<file path="src/rtl/usl_pkg.sv">
// constants and types shared by the unsigned lane arithmetic slice
// Function
// - exchange add-sub: upper half of a plus lower half of b, halved, to upper
// - exchange add-sub: lower half of a minus upper half of b, halved, to lower
// - exchange sub-add: upper half of a minus lower half of b, halved, to upper
// - exchange sub-add: lower half of a plus upper half of b, halved, to lower
// - exchange halving operations never change the condition flags
// - halving halfword subtract: per 16-bit lane a minus b, shifted right one
// - halving byte subtract: per byte a minus b, shifted right one
// - byte chooser picks each byte from a or b by its flag bit
// - all lane operations here leave the status flags unmodified
// - sum of absolute byte differences written to destination
// - accumulate variant adds third operand to that sum
// - plain halfword subtract per lane, no halving, wraps unsigned
// - plain byte subtract per lane, wraps unsigned
package usl_pkg;
   localparam int unsigned USL_DATA_W  = 32;
   localparam int unsigned USL_REG_W   = 4;
   localparam int unsigned USL_FLAG_W  = 4;
   localparam int unsigned USL_LAT     = 1;
   localparam logic [31:0] USL_RST_RES = 32'h0000_0000;

   typedef enum logic [3:0] {
      USL_OP_HADD_HALF,
      USL_OP_HADD_BYTE,
      USL_OP_HASX,
      USL_OP_HSAX,
      USL_OP_HSUB_HALF,
      USL_OP_HSUB_BYTE,
      USL_OP_CHOOSE,
      USL_OP_SAD,
      USL_OP_SADA,
      USL_OP_SUB_HALF,
      USL_OP_SUB_BYTE
   } usl_op_e;
endpackage : usl_pkg

</file>
<file path="src/rtl/usl_lane_alu.sv">
// combinational lane arithmetic of the slice
`timescale 1ns/1ps
`default_nettype none
module usl_lane_alu
(
   input  wire usl_pkg::usl_op_e       i_op,
   input  wire logic [31:0]            i_a,
   input  wire logic [31:0]            i_b,
   input  wire logic [31:0]            i_acc,
   input  wire logic [3:0]             i_lane_greater_equal,
   output logic [31:0]                 o_res
);
   import usl_pkg::*;

   // a 17-bit sum keeps the carry, so halving drops only the low bit
   function automatic logic [15:0] half_add16(input logic [15:0] x, input logic [15:0] y);
      logic [16:0] s;
      s = {1'b0, x} + {1'b0, y};
      return s[16:1];
   endfunction : half_add16

   // borrow bit lands in msb after halving
   function automatic logic [15:0] half_sub16(input logic [15:0] x, input logic [15:0] y);
      logic [16:0] s;
      s = {1'b0, x} - {1'b0, y};
      return s[16:1];
   endfunction : half_sub16

   function automatic logic [7:0] half_add8(input logic [7:0] x, input logic [7:0] y);
      logic [8:0] s;
      s = {1'b0, x} + {1'b0, y};
      return s[8:1];
   endfunction : half_add8

   function automatic logic [7:0] half_sub8(input logic [7:0] x, input logic [7:0] y);
      logic [8:0] s;
      s = {1'b0, x} - {1'b0, y};
      return s[8:1];
   endfunction : half_sub8

   function automatic logic [7:0] abs_diff8(input logic [7:0] x, input logic [7:0] y);
      logic [7:0] d;
      d = (x >= y) ? (x - y) : (y - x);
      return d;
   endfunction : abs_diff8

   always_comb
   begin
      logic [9:0] sad;
      sad   = 10'h000;
      o_res = 32'h0000_0000;
      for (int i = 0; i < 4; i++)
      begin
         sad = sad + {2'b00, abs_diff8(i_a[8*i +: 8], i_b[8*i +: 8])};
      end
      unique case (i_op)
         USL_OP_HADD_HALF:
            o_res = {half_add16(i_a[31:16], i_b[31:16]), half_add16(i_a[15:0], i_b[15:0])};
         USL_OP_HADD_BYTE:
            for (int i = 0; i < 4; i++)
            begin
               o_res[8*i +: 8] = half_add8(i_a[8*i +: 8], i_b[8*i +: 8]);
            end
         USL_OP_HASX:
            o_res = {half_add16(i_a[31:16], i_b[15:0]), half_sub16(i_a[15:0], i_b[31:16])};
         USL_OP_HSAX:
            o_res = {half_sub16(i_a[31:16], i_b[15:0]), half_add16(i_a[15:0], i_b[31:16])};
         USL_OP_HSUB_HALF:
            o_res = {half_sub16(i_a[31:16], i_b[31:16]), half_sub16(i_a[15:0], i_b[15:0])};
         USL_OP_HSUB_BYTE:
            for (int i = 0; i < 4; i++)
            begin
               o_res[8*i +: 8] = half_sub8(i_a[8*i +: 8], i_b[8*i +: 8]);
            end
         USL_OP_CHOOSE:
            for (int i = 0; i < 4; i++)
            begin
               o_res[8*i +: 8] = i_lane_greater_equal[i] ? i_a[8*i +: 8] : i_b[8*i +: 8];
            end
         USL_OP_SAD:
            o_res = {22'h000000, sad};
         USL_OP_SADA:
            o_res = i_acc + {22'h000000, sad};
         USL_OP_SUB_HALF:
            o_res = {i_a[31:16] - i_b[31:16], i_a[15:0] - i_b[15:0]};
         USL_OP_SUB_BYTE:
            for (int i = 0; i < 4; i++)
            begin
               o_res[8*i +: 8] = i_a[8*i +: 8] - i_b[8*i +: 8];
            end
         default:
            o_res = 32'h0000_0000;
      endcase
   end
endmodule : usl_lane_alu
`default_nettype wire

</file>
<file path="src/rtl/usl_top.sv">
// registered top of the unsigned lane arithmetic slice
`timescale 1ns/1ps
`default_nettype none
module usl_top
(
   input  wire logic                   I_CLK_SYS,
   input  wire logic                   I_RST,
   input  wire logic                   I_VALID,
   input  wire usl_pkg::usl_op_e       I_OP,
   input  wire logic [31:0]            I_OPND_A,
   input  wire logic [31:0]            I_OPND_B,
   input  wire logic [31:0]            I_OPND_ACC,
   input  wire logic [3:0]             I_LANE_GREATER_EQUAL_FLAGS,
   input  wire logic                   I_COND_PASS,
   input  wire logic                   I_DEST_GIVEN,
   input  wire logic [3:0]             I_DEST_REG,
   input  wire logic [3:0]             I_SRC_A_REG,
   output logic                        O_WR_EN,
   output logic [3:0]                  O_WR_REG,
   output logic [31:0]                 O_WR_DATA,
   output logic                        O_FLAGS_WR
);
   import usl_pkg::*;

   typedef struct packed {
      logic        wr_en;
      logic [3:0]  wr_reg;
      logic [31:0] wr_data;
   } usl_state_s;

   usl_state_s  st_q;
   usl_state_s  st_d;
   logic [31:0] alu_res;

   usl_lane_alu u_alu (
      .i_op                 (I_OP),
      .i_a                  (I_OPND_A),
      .i_b                  (I_OPND_B),
      .i_acc                (I_OPND_ACC),
      .i_lane_greater_equal (I_LANE_GREATER_EQUAL_FLAGS),
      .o_res                (alu_res)
   );

   always_comb
   begin
      st_d = st_q;
      st_d.wr_en = I_VALID & I_COND_PASS;
      if (I_VALID & I_COND_PASS)
      begin
         st_d.wr_reg  = I_DEST_GIVEN ? I_DEST_REG : I_SRC_A_REG;
         st_d.wr_data = alu_res;
      end
   end

   always_ff @(posedge I_CLK_SYS)
   begin
      if (I_RST)
      begin
         st_q <= '{wr_en: 1'b0, wr_reg: 4'h0, wr_data: USL_RST_RES};
      end
      else
      begin
         st_q <= st_d;
      end
   end

   assign O_WR_EN   = st_q.wr_en;
   assign O_WR_REG  = st_q.wr_reg;
   assign O_WR_DATA = st_q.wr_data;
   // no operation here writes the flags
   assign O_FLAGS_WR = 1'b0;

   // reference byte distance total, kept apart from the lane unit
   function automatic logic [31:0] ref_sad(input logic [31:0] a, input logic [31:0] b);
      logic [31:0] t;
      t = 32'h0000_0000;
      for (int i = 0; i < 4; i++)
      begin
         if (a[8*i +: 8] > b[8*i +: 8])
         begin
            t = t + 32'(a[8*i +: 8] - b[8*i +: 8]);
         end
         else
         begin
            t = t + 32'(b[8*i +: 8] - a[8*i +: 8]);
         end
      end
      return t;
   endfunction : ref_sad
endmodule : usl_top
`default_nettype wire

</file>
<file path="config.mk">
export PLATFORM = sky130hd
export DESIGN_NAME = usl_top
export DESIGN_NICKNAME = d
export VERILOG_FILES = /design/src/rtl/usl_pkg.sv /design/src/rtl/usl_lane_alu.sv /design/src/rtl/usl_top.sv
export SDC_FILE = /design/constraint.sdc
export NUM_CORES = 1
export LEC_CHECK = 0
export ABC_AREA = 1
export BUFFER_PORTS_ARGS = -buffer_cell sky130_fd_sc_hd__buf_2
export CORE_MARGIN = 2
export CORE_UTILIZATION = 30
export DETAILED_ROUTE_END_ITERATION = 7
export HOLD_SLACK_MARGIN = 0.08
export PLACE_DENSITY = 0.47
export REMOVE_ABC_BUFFERS = 1
export SLEW_MARGIN = 20
export SYNTH_ARGS = -nofsm -noshare
export SYNTH_HDL_FRONTEND = slang
export SYNTH_SLANG_ARGS = --single-unit
</file>
<file path="constraint.sdc">
create_clock -name I_CLK_SYS -period 5.2 [get_ports I_CLK_SYS]
set_input_delay 0.26 -clock I_CLK_SYS [delete_from_list [all_inputs] [get_ports I_CLK_SYS]]
set_output_delay 0.26 -clock I_CLK_SYS [all_outputs]
set_load 0.03 [all_outputs]
</file>
==> flow_summary.toml, run 1 <==
[outcome]
status = "finished, violations left"
failed_checks = "setup timing"

[placement]
numPlacedInstances = 3416
placement.cell_area_mm2 = 0.0174
gp_congestion = 0.964
place.port_buffers = 153
detailed_place_hpwl_um = 59000

[worst_hold_path]
hold_class = "input pin to register"
endpoint_with_the_worst_hold_slack = "O_WR_REG[2]$_SDFFE_PP0P_"
timing.hold.worst_path_depth = 5
min-delay-start = "I_DEST_REG[2]"

[pwr]
power_density_mw_per_mm2 = 585
pwr-share-clk_pct = 2.9
comb_power_share_pct = 94.3
cell_internal_pwr_mw = 5.65
power_switching_share_pct = 50.7
ir_worst_vdd_mv = 0.707
p_leak_nw = 9.95
power_switching_mw = 5.81
pwr-share-seq_pct = 2.8
final_power_mw = 11.5

[global_route]
grt_pass1_vias = 17029
grt_start_max_net_pins = 35
grt.met3_usage_pct = 2.23
global_route.usage.total_pct = 30.0
grt.met1_usage_pct = 41.0
antenna_violations_before_repair = 2
grt_first_pass_wirelength_um = 103000
layer_with_the_highest_usage_after_global_routing = "met2"
groute.layer.met2.usage_pct = 50.4
grt_overflow = 0

[synth]
yosys_register_bits = 37
ys_seq_area_share_pct = 5.68
post_synth_edffs = 0
synthesis.area_per_instance_um2 = 5.63
synth-main-ff-cell = "dfxtp_1"
yosys_warnings = 0
netlist-cell-type-count = 51
synthCells = 2316
syn-cell-area_mm2 = 0.0130
synth_async_sr_flop_share_pct = 0

[clocking]
clock_tree.htree_level_count = 2
inserted_clock_buffers = 5
clock_path_buffers = 2
worst_setup_hold_path_clk_slew_ns = 0.06
cts_num_sinks = 37
cts_tree = "built"
clock_tree.root_cell = "clkbuf_16"
clk_latency_ns = 0.30

[detailed_routing]
num_vias = 17891
dr.pass1.iters = 6
routed_wirelength_normalized_by_instance_count_um = 20.2
drcViolationCount = 0
detail_route.iter0.violations = 1513
routed_via_density = 5.17
drtAntennaViolNets = 0
wirelength_um = 69700

[die]
initial_core_util_pct = 30.3
floorplan.die_area_mm2 = 0.0452
core_area_mm2 = 0.0430
pin_count = 155
die_w_um = 213
die_h_um = 213
num_rows = 76

[timing]
worst-slew-pin-transition_ns = 1.06
clock_skew_ns = 0
period_share_pct = 107
grt_setup_unrepaired = "true"
setup_violations = 25
timing_max_transition_violations_final = 0
hold_viol_final = 0
max-slew-margin-rel_pct = 29.5
final.hold.worst_slack_ns = 0.312
postLayoutSetupSlackWorst_ns = -0.382
final_critical_path_time_including_i_o_delays_and_setup_ns = 5.58
fmax_mhz = 179

[setup_path]
worstSetupStartpointType = "input pin"
r2r_setup_slack_ns = 4.48
setup.worst_path.start = "I_OPND_A[5]"
arrival_time_worst_endpoint_ns = 5.73
crit_path_max_fanout = 7
cpMostUsedCell = "ha_4"
required_arrival_time_at_the_worst_endpoint_ns = 5.34
crit_slowest_cell = "fa_1"
timing.setup.critical_path_class = "input pin to register"
r2r_start = "O_WR_DATA[19]$_SDFFE_PP0P_"
crit_path_max_incr_delay_ns = 0.53
r2r.worst_path.cells = 2
end_kind = "register"
crit-reg2reg-capture = "O_WR_DATA[19]$_SDFFE_PP0P_"

[finish]
layout.cells.most_common = "nand2_1"
finalInstanceArea_mm2 = 0.0196
instances_no_fill = 3460
layout_common_cells = "nand2_1, buf_4, inv_1, nor2_1, nand3_1"
proportion_of_layout_cells_with_a_drive_suffix_above_1_pct = 32.3
layout.nets = 3167
finish.utilization_pct = 45.5
syn_to_final_growth_pct = 50.1

[run]
max_cap_viol_count = 0
-- registers in the layout (all words and copies together) (netlist names) --
| signal | cells |
|---|---|
| O_WR_REG | 4 |
| O_WR_EN | 1 |
| O_WR_DATA | 32 |
-- Yosys cell counts, types with 2 or more instances --
| library cell | instances | area, um^2 |
|---|---|---|
| nor4_1 | 4 | 25.0 |
| inv_2 | 9 | 33.8 |
| o21ai_1 | 16 | 80.1 |
| nand2_1 | 594 | 2230 |
| nand3_1 | 206 | 1030 |
| inv_1 | 299 | 1120 |
| buf_1 | 2 | 7.51 |
| nor2_1 | 235 | 882 |
| o22ai_1 | 24 | 150 |
| o2111ai_1 | 5 | 43.8 |
| xnor2_1 | 16 | 140 |
| or2_0 | 2 | 12.5 |
| buf_4 | 4 | 30.0 |
| nor2_2 | 7 | 43.8 |
| nand4_1 | 45 | 282 |
| a211oi_1 | 18 | 135 |
| a21o_1 | 10 | 75.1 |
| or2_2 | 18 | 113 |
| nand2_2 | 2 | 12.5 |
| o211ai_1 | 10 | 75.1 |
| o21bai_1 | 13 | 97.6 |
| fa_1 | 25 | 500 |
| dfxtp_1 | 37 | 741 |
| xor2_1 | 72 | 631 |
| clkinv_1 | 9 | 33.8 |
| a21oi_1 | 195 | 976 |
| a31oi_1 | 9 | 56.3 |
| nor3_1 | 41 | 205 |
| nor3b_1 | 3 | 22.5 |
| mux2i_1 | 3 | 30.0 |
| nor3_2 | 3 | 30.0 |
| and3_1 | 2 | 12.5 |
| clkbuf_1 | 22 | 82.6 |
| o221ai_1 | 6 | 52.6 |
| buf_2 | 27 | 135 |
| o21a_1 | 2 | 15.0 |
| o21ai_0 | 119 | 596 |
| and2_1 | 5 | 31.3 |
| a22oi_1 | 2 | 15.0 |
| a221oi_1 | 13 | 114 |
| nand3b_1 | 20 | 150 |
| ha_1 | 153 | 1910 |
-- worst max-delay path by stage --
stage	endpoint
after floorplan	O_WR_DATA[23]$_SDFFE_PP0P_
after global placement	O_WR_DATA[10]$_SDFFE_PP0P_
after detailed placement	O_WR_DATA[10]$_SDFFE_PP0P_
after CTS	O_WR_DATA[10]$_SDFFE_PP0P_
after global routing	O_WR_DATA[22]$_SDFFE_PP0P_
final	O_WR_DATA[10]$_SDFFE_PP0P_
-- power groups by stage --
stage	clock network, mW	registers [mW]	logic [mW]
final	0.327	0.321	10.8
after global routing	0.341	0.322	11.6
after floorplan	0	0.366	3.59
after CTS	0.334	0.321	9.04
after detailed placement	0	0.327	7.13
after global placement	0	0.327	7.16
-- cell type report --
cell class | instances | area, um^2
diodes | 2 | 5.00
clock buffers | 5 | 125
clock inverters | 3 | 17.5
fillers | 4600 | 23400
inverters | 317 | 1210
multi-input cells | 1906 | 12400
flip-flops and latches | 37 | 741
well taps | 585 | 732
repair buffers | 605 | 4300
-- through the flow --
stage | setup TNS [ns] | setup WS (ns)
finish | -6.73 | -0.382
global route | -12.94 | -0.606
CTS | -6.81 | -0.410
detailed placement | -35.44 | -1.44
global placement | -33.50 | -1.37
floorplan | -9.49 | -0.526
-- what timing repair did --
action | CTS | global route
hold buffers | 0 | 0
pin swaps | 109 | 88
endpoints found under the setup margin | 30 | 30
setup buffers | 21 | 18
resized for setup | 253 | 167
-- per-layer routing --
metal	routed length, um	vias up
li1	-	8814
met1	31500	8400
met2	32300	580
met3	3520	97
met4	2360	0
met5	0	-
-- critical path: cells and delay by family --
family	cells	cell delay, ns
compound gates	9	1.41
simple gates	13	1.49
buf+inv	6	0.68
xor+xnor	2	0.26
fa+ha+maj	5	1.61
-- logic make-up after synthesis --
logic type | share of synthesized area, %
simple gates | 39.1
compound gates | 19.4
buf+inv | 11.1
fa+ha+maj | 18.5
xor+xnor | 5.91
flops | 5.68
mux | 0.230
other cells | 0.0287
Note: power is estimated with default switching activity, not from simulation.
==> run 2: changes to the inputs <==
- CORE_MARGIN: 2 -> 8
==> run 2 against run 1 <==
  * The run still ends with setup timing left
  * Clock power grew 30%
  * Routed wire length about the same
  * Final area rose by 0.34%
==> flow_summary.toml, run 2 (same netlist as run 1, synthesis figures left out) <==
[detailed_routing]
routed_via_density = 5.20
num_vias = 18101
drcViolationCount = 0
drtAntennaViolNets = 0
routed_wirelength_normalized_by_instance_count_um = 20.0
dr.pass1.iters = 5
wirelength_um = 69700
detail_route.iter0.violations = 1482

[clocking]
clock_tree.htree_level_count = 2
inserted_clock_buffers = 5
clock_path_buffers = 2
worst_setup_hold_path_clk_slew_ns = 0.07
clk_latency_ns = 0.29
cts.hold.buffers_added = 0
cts_tree = "built"
cts_num_sinks = 37
clock_tree.root_cell = "clkbuf_16"

[die]
core_area_mm2 = 0.0430
num_rows = 76
die_h_um = 225
floorplan.die_area_mm2 = 0.0504
die_w_um = 225
initial_core_util_pct = 30.3
pin_count = 155

[outcome]
status = "finished, violations left"
failed_checks = "setup timing"

[pwr]
comb_power_share_pct = 93.6
power_switching_share_pct = 48.9
pwr-share-seq_pct = 2.7
power_density_mw_per_mm2 = 590
power_switching_mw = 5.67
p_leak_nw = 10.1
ir_worst_vdd_mv = 0.791
cell_internal_pwr_mw = 5.92
pwr-share-clk_pct = 3.7

[setup_path]
crit_path_max_fanout = 6
crit_path_max_incr_delay_ns = 0.54
crit_slowest_cell = "fa_1"
worstSetupStartpointType = "input pin"
end_kind = "register"
required_arrival_time_at_the_worst_endpoint_ns = 5.35
cpMostUsedCell = "nand2_2"
crit_buf_inv = 10
arrival_time_worst_endpoint_ns = 5.75
timing.setup.critical_path_class = "input pin to register"
critical_path.top_delay_family = "simple AND/OR/NAND/NOR gates"

[finish]
largest_reg_flops = 32
layout.nets = 3191
proportion_of_layout_cells_with_a_drive_suffix_above_1_pct = 32.1
finish.utilization_pct = 45.7
layout_common_cells = "nand2_1, buf_4, inv_1, nor2_1, nand3_1"
finalInstanceArea_mm2 = 0.0196
layout.cells.most_common = "nand2_1"
syn_to_final_growth_pct = 50.6

[global_route]
grt_first_pass_wirelength_um = 102000
antenna_violations_before_repair = 3
grt_start_max_net_pins = 38
grt_overflow = 0
global_route.usage.total_pct = 26.1
grt_pass1_vias = 17113

[placement]
post-place-ws_ns = -1.61
detailed_place_hpwl_um = 58900
place.port_buffers = 153
gp_congestion = 0.961
placement.cell_area_mm2 = 0.0175

[run]
max_cap_viol_count = 0

[timing]
hold_viol_final = 0
setup_violations = 26
period_share_pct = 108
postLayoutSetupSlackWorst_ns = -0.399
final_critical_path_time_including_i_o_delays_and_setup_ns = 5.60
worst-slew-pin-transition_ns = 1.07
max-slew-margin-rel_pct = 28.8
timing.setup.tns_ns = -7.26
timing_max_transition_violations_final = 0
clock_skew_ns = 0
fmax_mhz = 179
grt_setup_unrepaired = "true"

[worst_hold_path]
hold_class = "input pin to register"
[run 2: metal layers]
layer / wire, um / track usage (%) / vias up
met5: 8 / 0 / -
met4: 3180 / 10.5 / 2
met3: 4500 / 2.94 / 127
met2: 31300 / 42.8 / 674
met1: 30700 / 34.6 / 8441
li1: - / - / 8857
[run 2: tightest hold or removal path: stages]
cell	delay (ns)
buf_2	0.08
nand2_1	0.04
nand3_1	0.07
o211ai_1	0.08
inv_1	0.05
[run 2: through the flow]
| stage | hold slack [ns] | cells | total power, mW |
|---|---|---|---|
| 6_report | 0.318 | 3484 | 11.6 |
| 5_1_grt | 0.344 | 3484 | 12.4 |
| 4_1_cts | 0.306 | 3462 | 9.91 |
| 3_5_place_dp | 0.455 | 3420 | 7.42 |
| 3_3_place_gp | 0.451 | 3420 | 7.43 |
| 2_1_floorplan | 0.329 | 2260 | 3.95 |
[run 2: path summary, 6_finish.rpt]
check / from / endpoint / slack [ns] / cells after the start
worst max register to register: O_WR_DATA[10]$_SDFFE_PP0P_ / O_WR_DATA[10]$_SDFFE_PP0P_ / 4.48 / 2
worst min-delay path: I_DEST_REG[2] / O_WR_REG[2]$_SDFFE_PP0P_ / 0.32 / 5
worst min register to register: O_WR_DATA[5]$_SDFFE_PP0P_ / O_WR_DATA[5]$_SDFFE_PP0P_ / 0.46 / 2
worst max-delay path: I_OPND_A[4] / O_WR_DATA[27]$_SDFFE_PP0P_ / -0.40 / 41
[run 2: cell type report]
cell class	instances	area (um^2)
diodes	2	5.00
clock buffers	5	125
clock inverters	3	68.8
fillers	4680	23300
inverters	317	1200
multi-input cells	1906	12300
flip-flops and latches	37	741
well taps	585	732
repair buffers	629	4510
[run 2: what timing repair did]
item                       in CTS  in global routing
gates resized for setup       264                125
setup buffers                  36                 24
gates cloned                    0                  0
pin swaps                     112                 87
setup endpoints to repair      29                 29
[run 2: power by group through the flow]
stage                     Combinational [mW]  Clock [mW]  Sequential (mW)
final                                   10.8       0.426            0.318
after global routing                    11.7       0.446            0.320
after CTS                               9.16       0.433            0.318
after detailed placement                7.09           0            0.325
after global placement                  7.10           0            0.324
after floorplan                         3.59           0            0.366
==> run 3: changes to the inputs <==
- ABC_AREA: 1 -> 0
- PLACE_DENSITY: 0.47 -> 0.48
==> run 3 against run 2 <==
  * The flow still finishes with violations (setup timing)
  * Clock skew is the same
  * Largest cell class unchanged
  * Worst hold slack worse by 0.050 ns
  * Clock-buffer cell count increased by 2
  * Area after synthesis down 9.3%
  * Combinational power is 8% lower
  * Sequential cell count did not move
  * Sequential share of layout area up 0.68 points
==> flow_summary.toml, run 3 <==
[outcome]
status = "finished, violations left"
failed_checks = "setup timing"

[clocking]
clock_tree.root_cell = "clkbuf_16"
clk_latency_ns = 0.31
worst_setup_hold_path_clk_slew_ns = 0.08
cts_tree = "built"
inserted_clock_buffers = 5
clock_tree.htree_level_count = 2
clock_path_buffers = 2
cts_num_sinks = 37
cts.hold.buffers_added = 0

[timing]
worst-slew-pin-transition_ns = 1.26
timing_max_transition_violations_final = 0
setup_violations = 30
postLayoutSetupSlackWorst_ns = -1.33
hold_viol_final = 0
fmax_mhz = 153
final_critical_path_time_including_i_o_delays_and_setup_ns = 6.53
grt_setup_unrepaired = "true"
clock_skew_ns = 0
period_share_pct = 126
max-slew-margin-rel_pct = 15.9

[die]
num_rows = 72
core_area_mm2 = 0.0387
initial_core_util_pct = 30.5
floorplan.die_area_mm2 = 0.0460
pin_count = 155
die_h_um = 215
die_w_um = 215

[placement]
place.port_buffers = 153
detailed_place_hpwl_um = 46800
gp_congestion = 0.996
numPlacedInstances = 2547
placement.cell_area_mm2 = 0.0153
post-place-ws_ns = -2.06

[synth]
post_synth_edffs = 0
yosys_warnings = 0
synthesis.area_per_instance_um2 = 7.19
syn-cell-area_mm2 = 0.0118
share_of_the_synthesized_area_in_the_top_cell_type_pct = 16.2
yosysTopAreaCell = "ha_1"
synth-main-ff-cell = "dfxtp_1"
netlist-cell-type-count = 72
ys_seq_area_share_pct = 6.26
synthCells = 1645
parity_gate_share_of_the_synthesized_area_counting_xor_and_xnor_cells_pct = 13.0
synth_compound_area_share_pct = 30.0
post_synth_fa_ha_maj_area_fraction_pct = 20.4
synthMuxAreaShare_pct = 5.54
yosys.cell_count.top_type = "ha_1"
synth_async_sr_flop_share_pct = 0
post_synth_main_area_contributors = "ha_1, xnor2_1, dfxtp_1"
yosys_register_bits = 37
simple_gate_area_share_of_the_yosys_netlist_pct = 18.0
synth_top_family_by_area = "compound AO/OA/AOI/OAI gates"
yosys-top-cells-count = "ha_1, nand2_1, xnor2_1, inv_1, nor2_1"

[worst_hold_path]
hold_class = "input pin to register"

[setup_path]
worstSetupStartpointType = "input pin"
end_kind = "register"
timing.setup.critical_path_class = "input pin to register"
crit_path_max_incr_delay_ns = 0.55
cpMostUsedCell = "a21o_1"
required_arrival_time_at_the_worst_endpoint_ns = 5.36
arrival_time_worst_endpoint_ns = 6.70
crit_path_max_fanout = 5
crit_slowest_cell = "fa_1"

[global_route]
grt_overflow = 0
grt_start_max_net_pins = 28
grt_first_pass_wirelength_um = 84900
global_route.usage.total_pct = 23.6
antenna_violations_before_repair = 3
grt_pass1_vias = 14328

[finish]
instances_no_fill = 2593
insertedDiodeCount = 0
layout.nets = 2369
finalInstanceArea_mm2 = 0.0166
layout_common_cells = "buf_4, buf_2, nand2_1, ha_1, inv_1"
multi_input_comb_area_mm2 = 0.0111
layout.cells.most_common = "buf_4"
seqCellArea_um2 = 741
largest_reg_flops = 32
fillCellCount = 4047
syn_to_final_growth_pct = 40.6
proportion_of_layout_cells_with_a_drive_suffix_above_1_pct = 31.2

[pwr]
p_leak_nw = 7.89
ir_worst_vdd_mv = 0.884
power_density_mw_per_mm2 = 641

[detailed_routing]
drcViolationCount = 0
dr.pass1.iters = 6
num_vias = 14288
routed_via_density = 5.51
drtAntennaViolNets = 0
wirelength_um = 57300
routed_wirelength_normalized_by_instance_count_um = 22.1
detail_route.iter0.violations = 1216

[run]
max_cap_viol_count = 0
==> run 3: cells by family (layout without fill, tap and decap cells) <==
| logic type | count (synthesis) | after routing |
|---|---|---|
| buffers and inverters | 209 | 639 |
| and+or+nand+nor | 456 | 456 |
| AOI/OAI and AO/OA | 524 | 524 |
| DFF | 37 | 37 |
| adders and majority gates | 178 | 178 |
| other | 1 | 1 |
| xor gates and xnor gates | 175 | 175 |
| muxes | 65 | 65 |
==> run 3: metal layers <==
metal	global-route usage [%]	wire, um	vias up
li1	-	-	6800
met1	29.9	24400	6758
met2	40.1	26700	608
met3	3.02	4160	116
met4	9.14	2020	6
met5	0	37	-
==> run 3: cell type report <==
type / count / area share [%]
multi-input combinational: 1399 / 66.7
timing repair buffer: 500 / 20.9
sequential: 37 / 4.46
tap: 518 / 3.90
inverter: 131 / 3.00
clock buffer: 7 / 0.858
clock inverter: 1 / 0.181
==> run 3: critical path: cells and delay by family <==
| kind | cells | cell delay [ns] |
|---|---|---|
| adders and majority gates | 6 | 1.91 |
| AOI/OAI and AO/OA | 16 | 2.83 |
| xor gates and xnor gates | 4 | 0.57 |
| buffers and inverters | 6 | 0.58 |
| and+or+nand+nor | 3 | 0.30 |
| muxes | 1 | 0.25 |
==> run 3: final timing paths <==
kind | endpoint | slack (ns) | startpoint | cells after the start
setup reg to reg | O_WR_DATA[28]$_SDFFE_PP0P_ | 3.75 | O_WR_DATA[28]$_SDFFE_PP0P_ | 7
hold reg to reg | O_WR_DATA[0]$_SDFFE_PP0P_ | 0.46 | O_WR_DATA[0]$_SDFFE_PP0P_ | 2
hold / removal | O_WR_REG[0]$_SDFFE_PP0P_ | 0.27 | I_SRC_A_REG[0] | 3
setup / recovery | O_WR_DATA[31]$_SDFFE_PP0P_ | -1.33 | I_OPND_A[8] | 36
==> run 3: power breakdown <==
part	total (mW)	internal, mW	switching, mW
registers	0.316	0.301	0.0150
logic	9.92	5.23	4.69
clock network	0.413	0.242	0.172
==> run 3: repair_timing <==
item                       CTS  global route
setup endpoints to repair   30            30
gates cloned                 1             0
pin swaps                   69            84
buffers inserted            25            16
resized for setup           85            96
==> run 3: stage by stage <==
stage	hold slack (ns)	util (%)	setup TNS, ns	power [mW]
2_1_floorplan	0.326	-	-34.93	3.84
6_report	0.268	42.9	-30.00	10.7
3_3_place_gp	0.447	39.5	-48.72	6.45
3_5_place_dp	0.447	39.5	-51.34	6.48
5_1_grt	0.277	42.9	-38.47	11.3
4_1_cts	0.267	41.5	-27.70	8.38
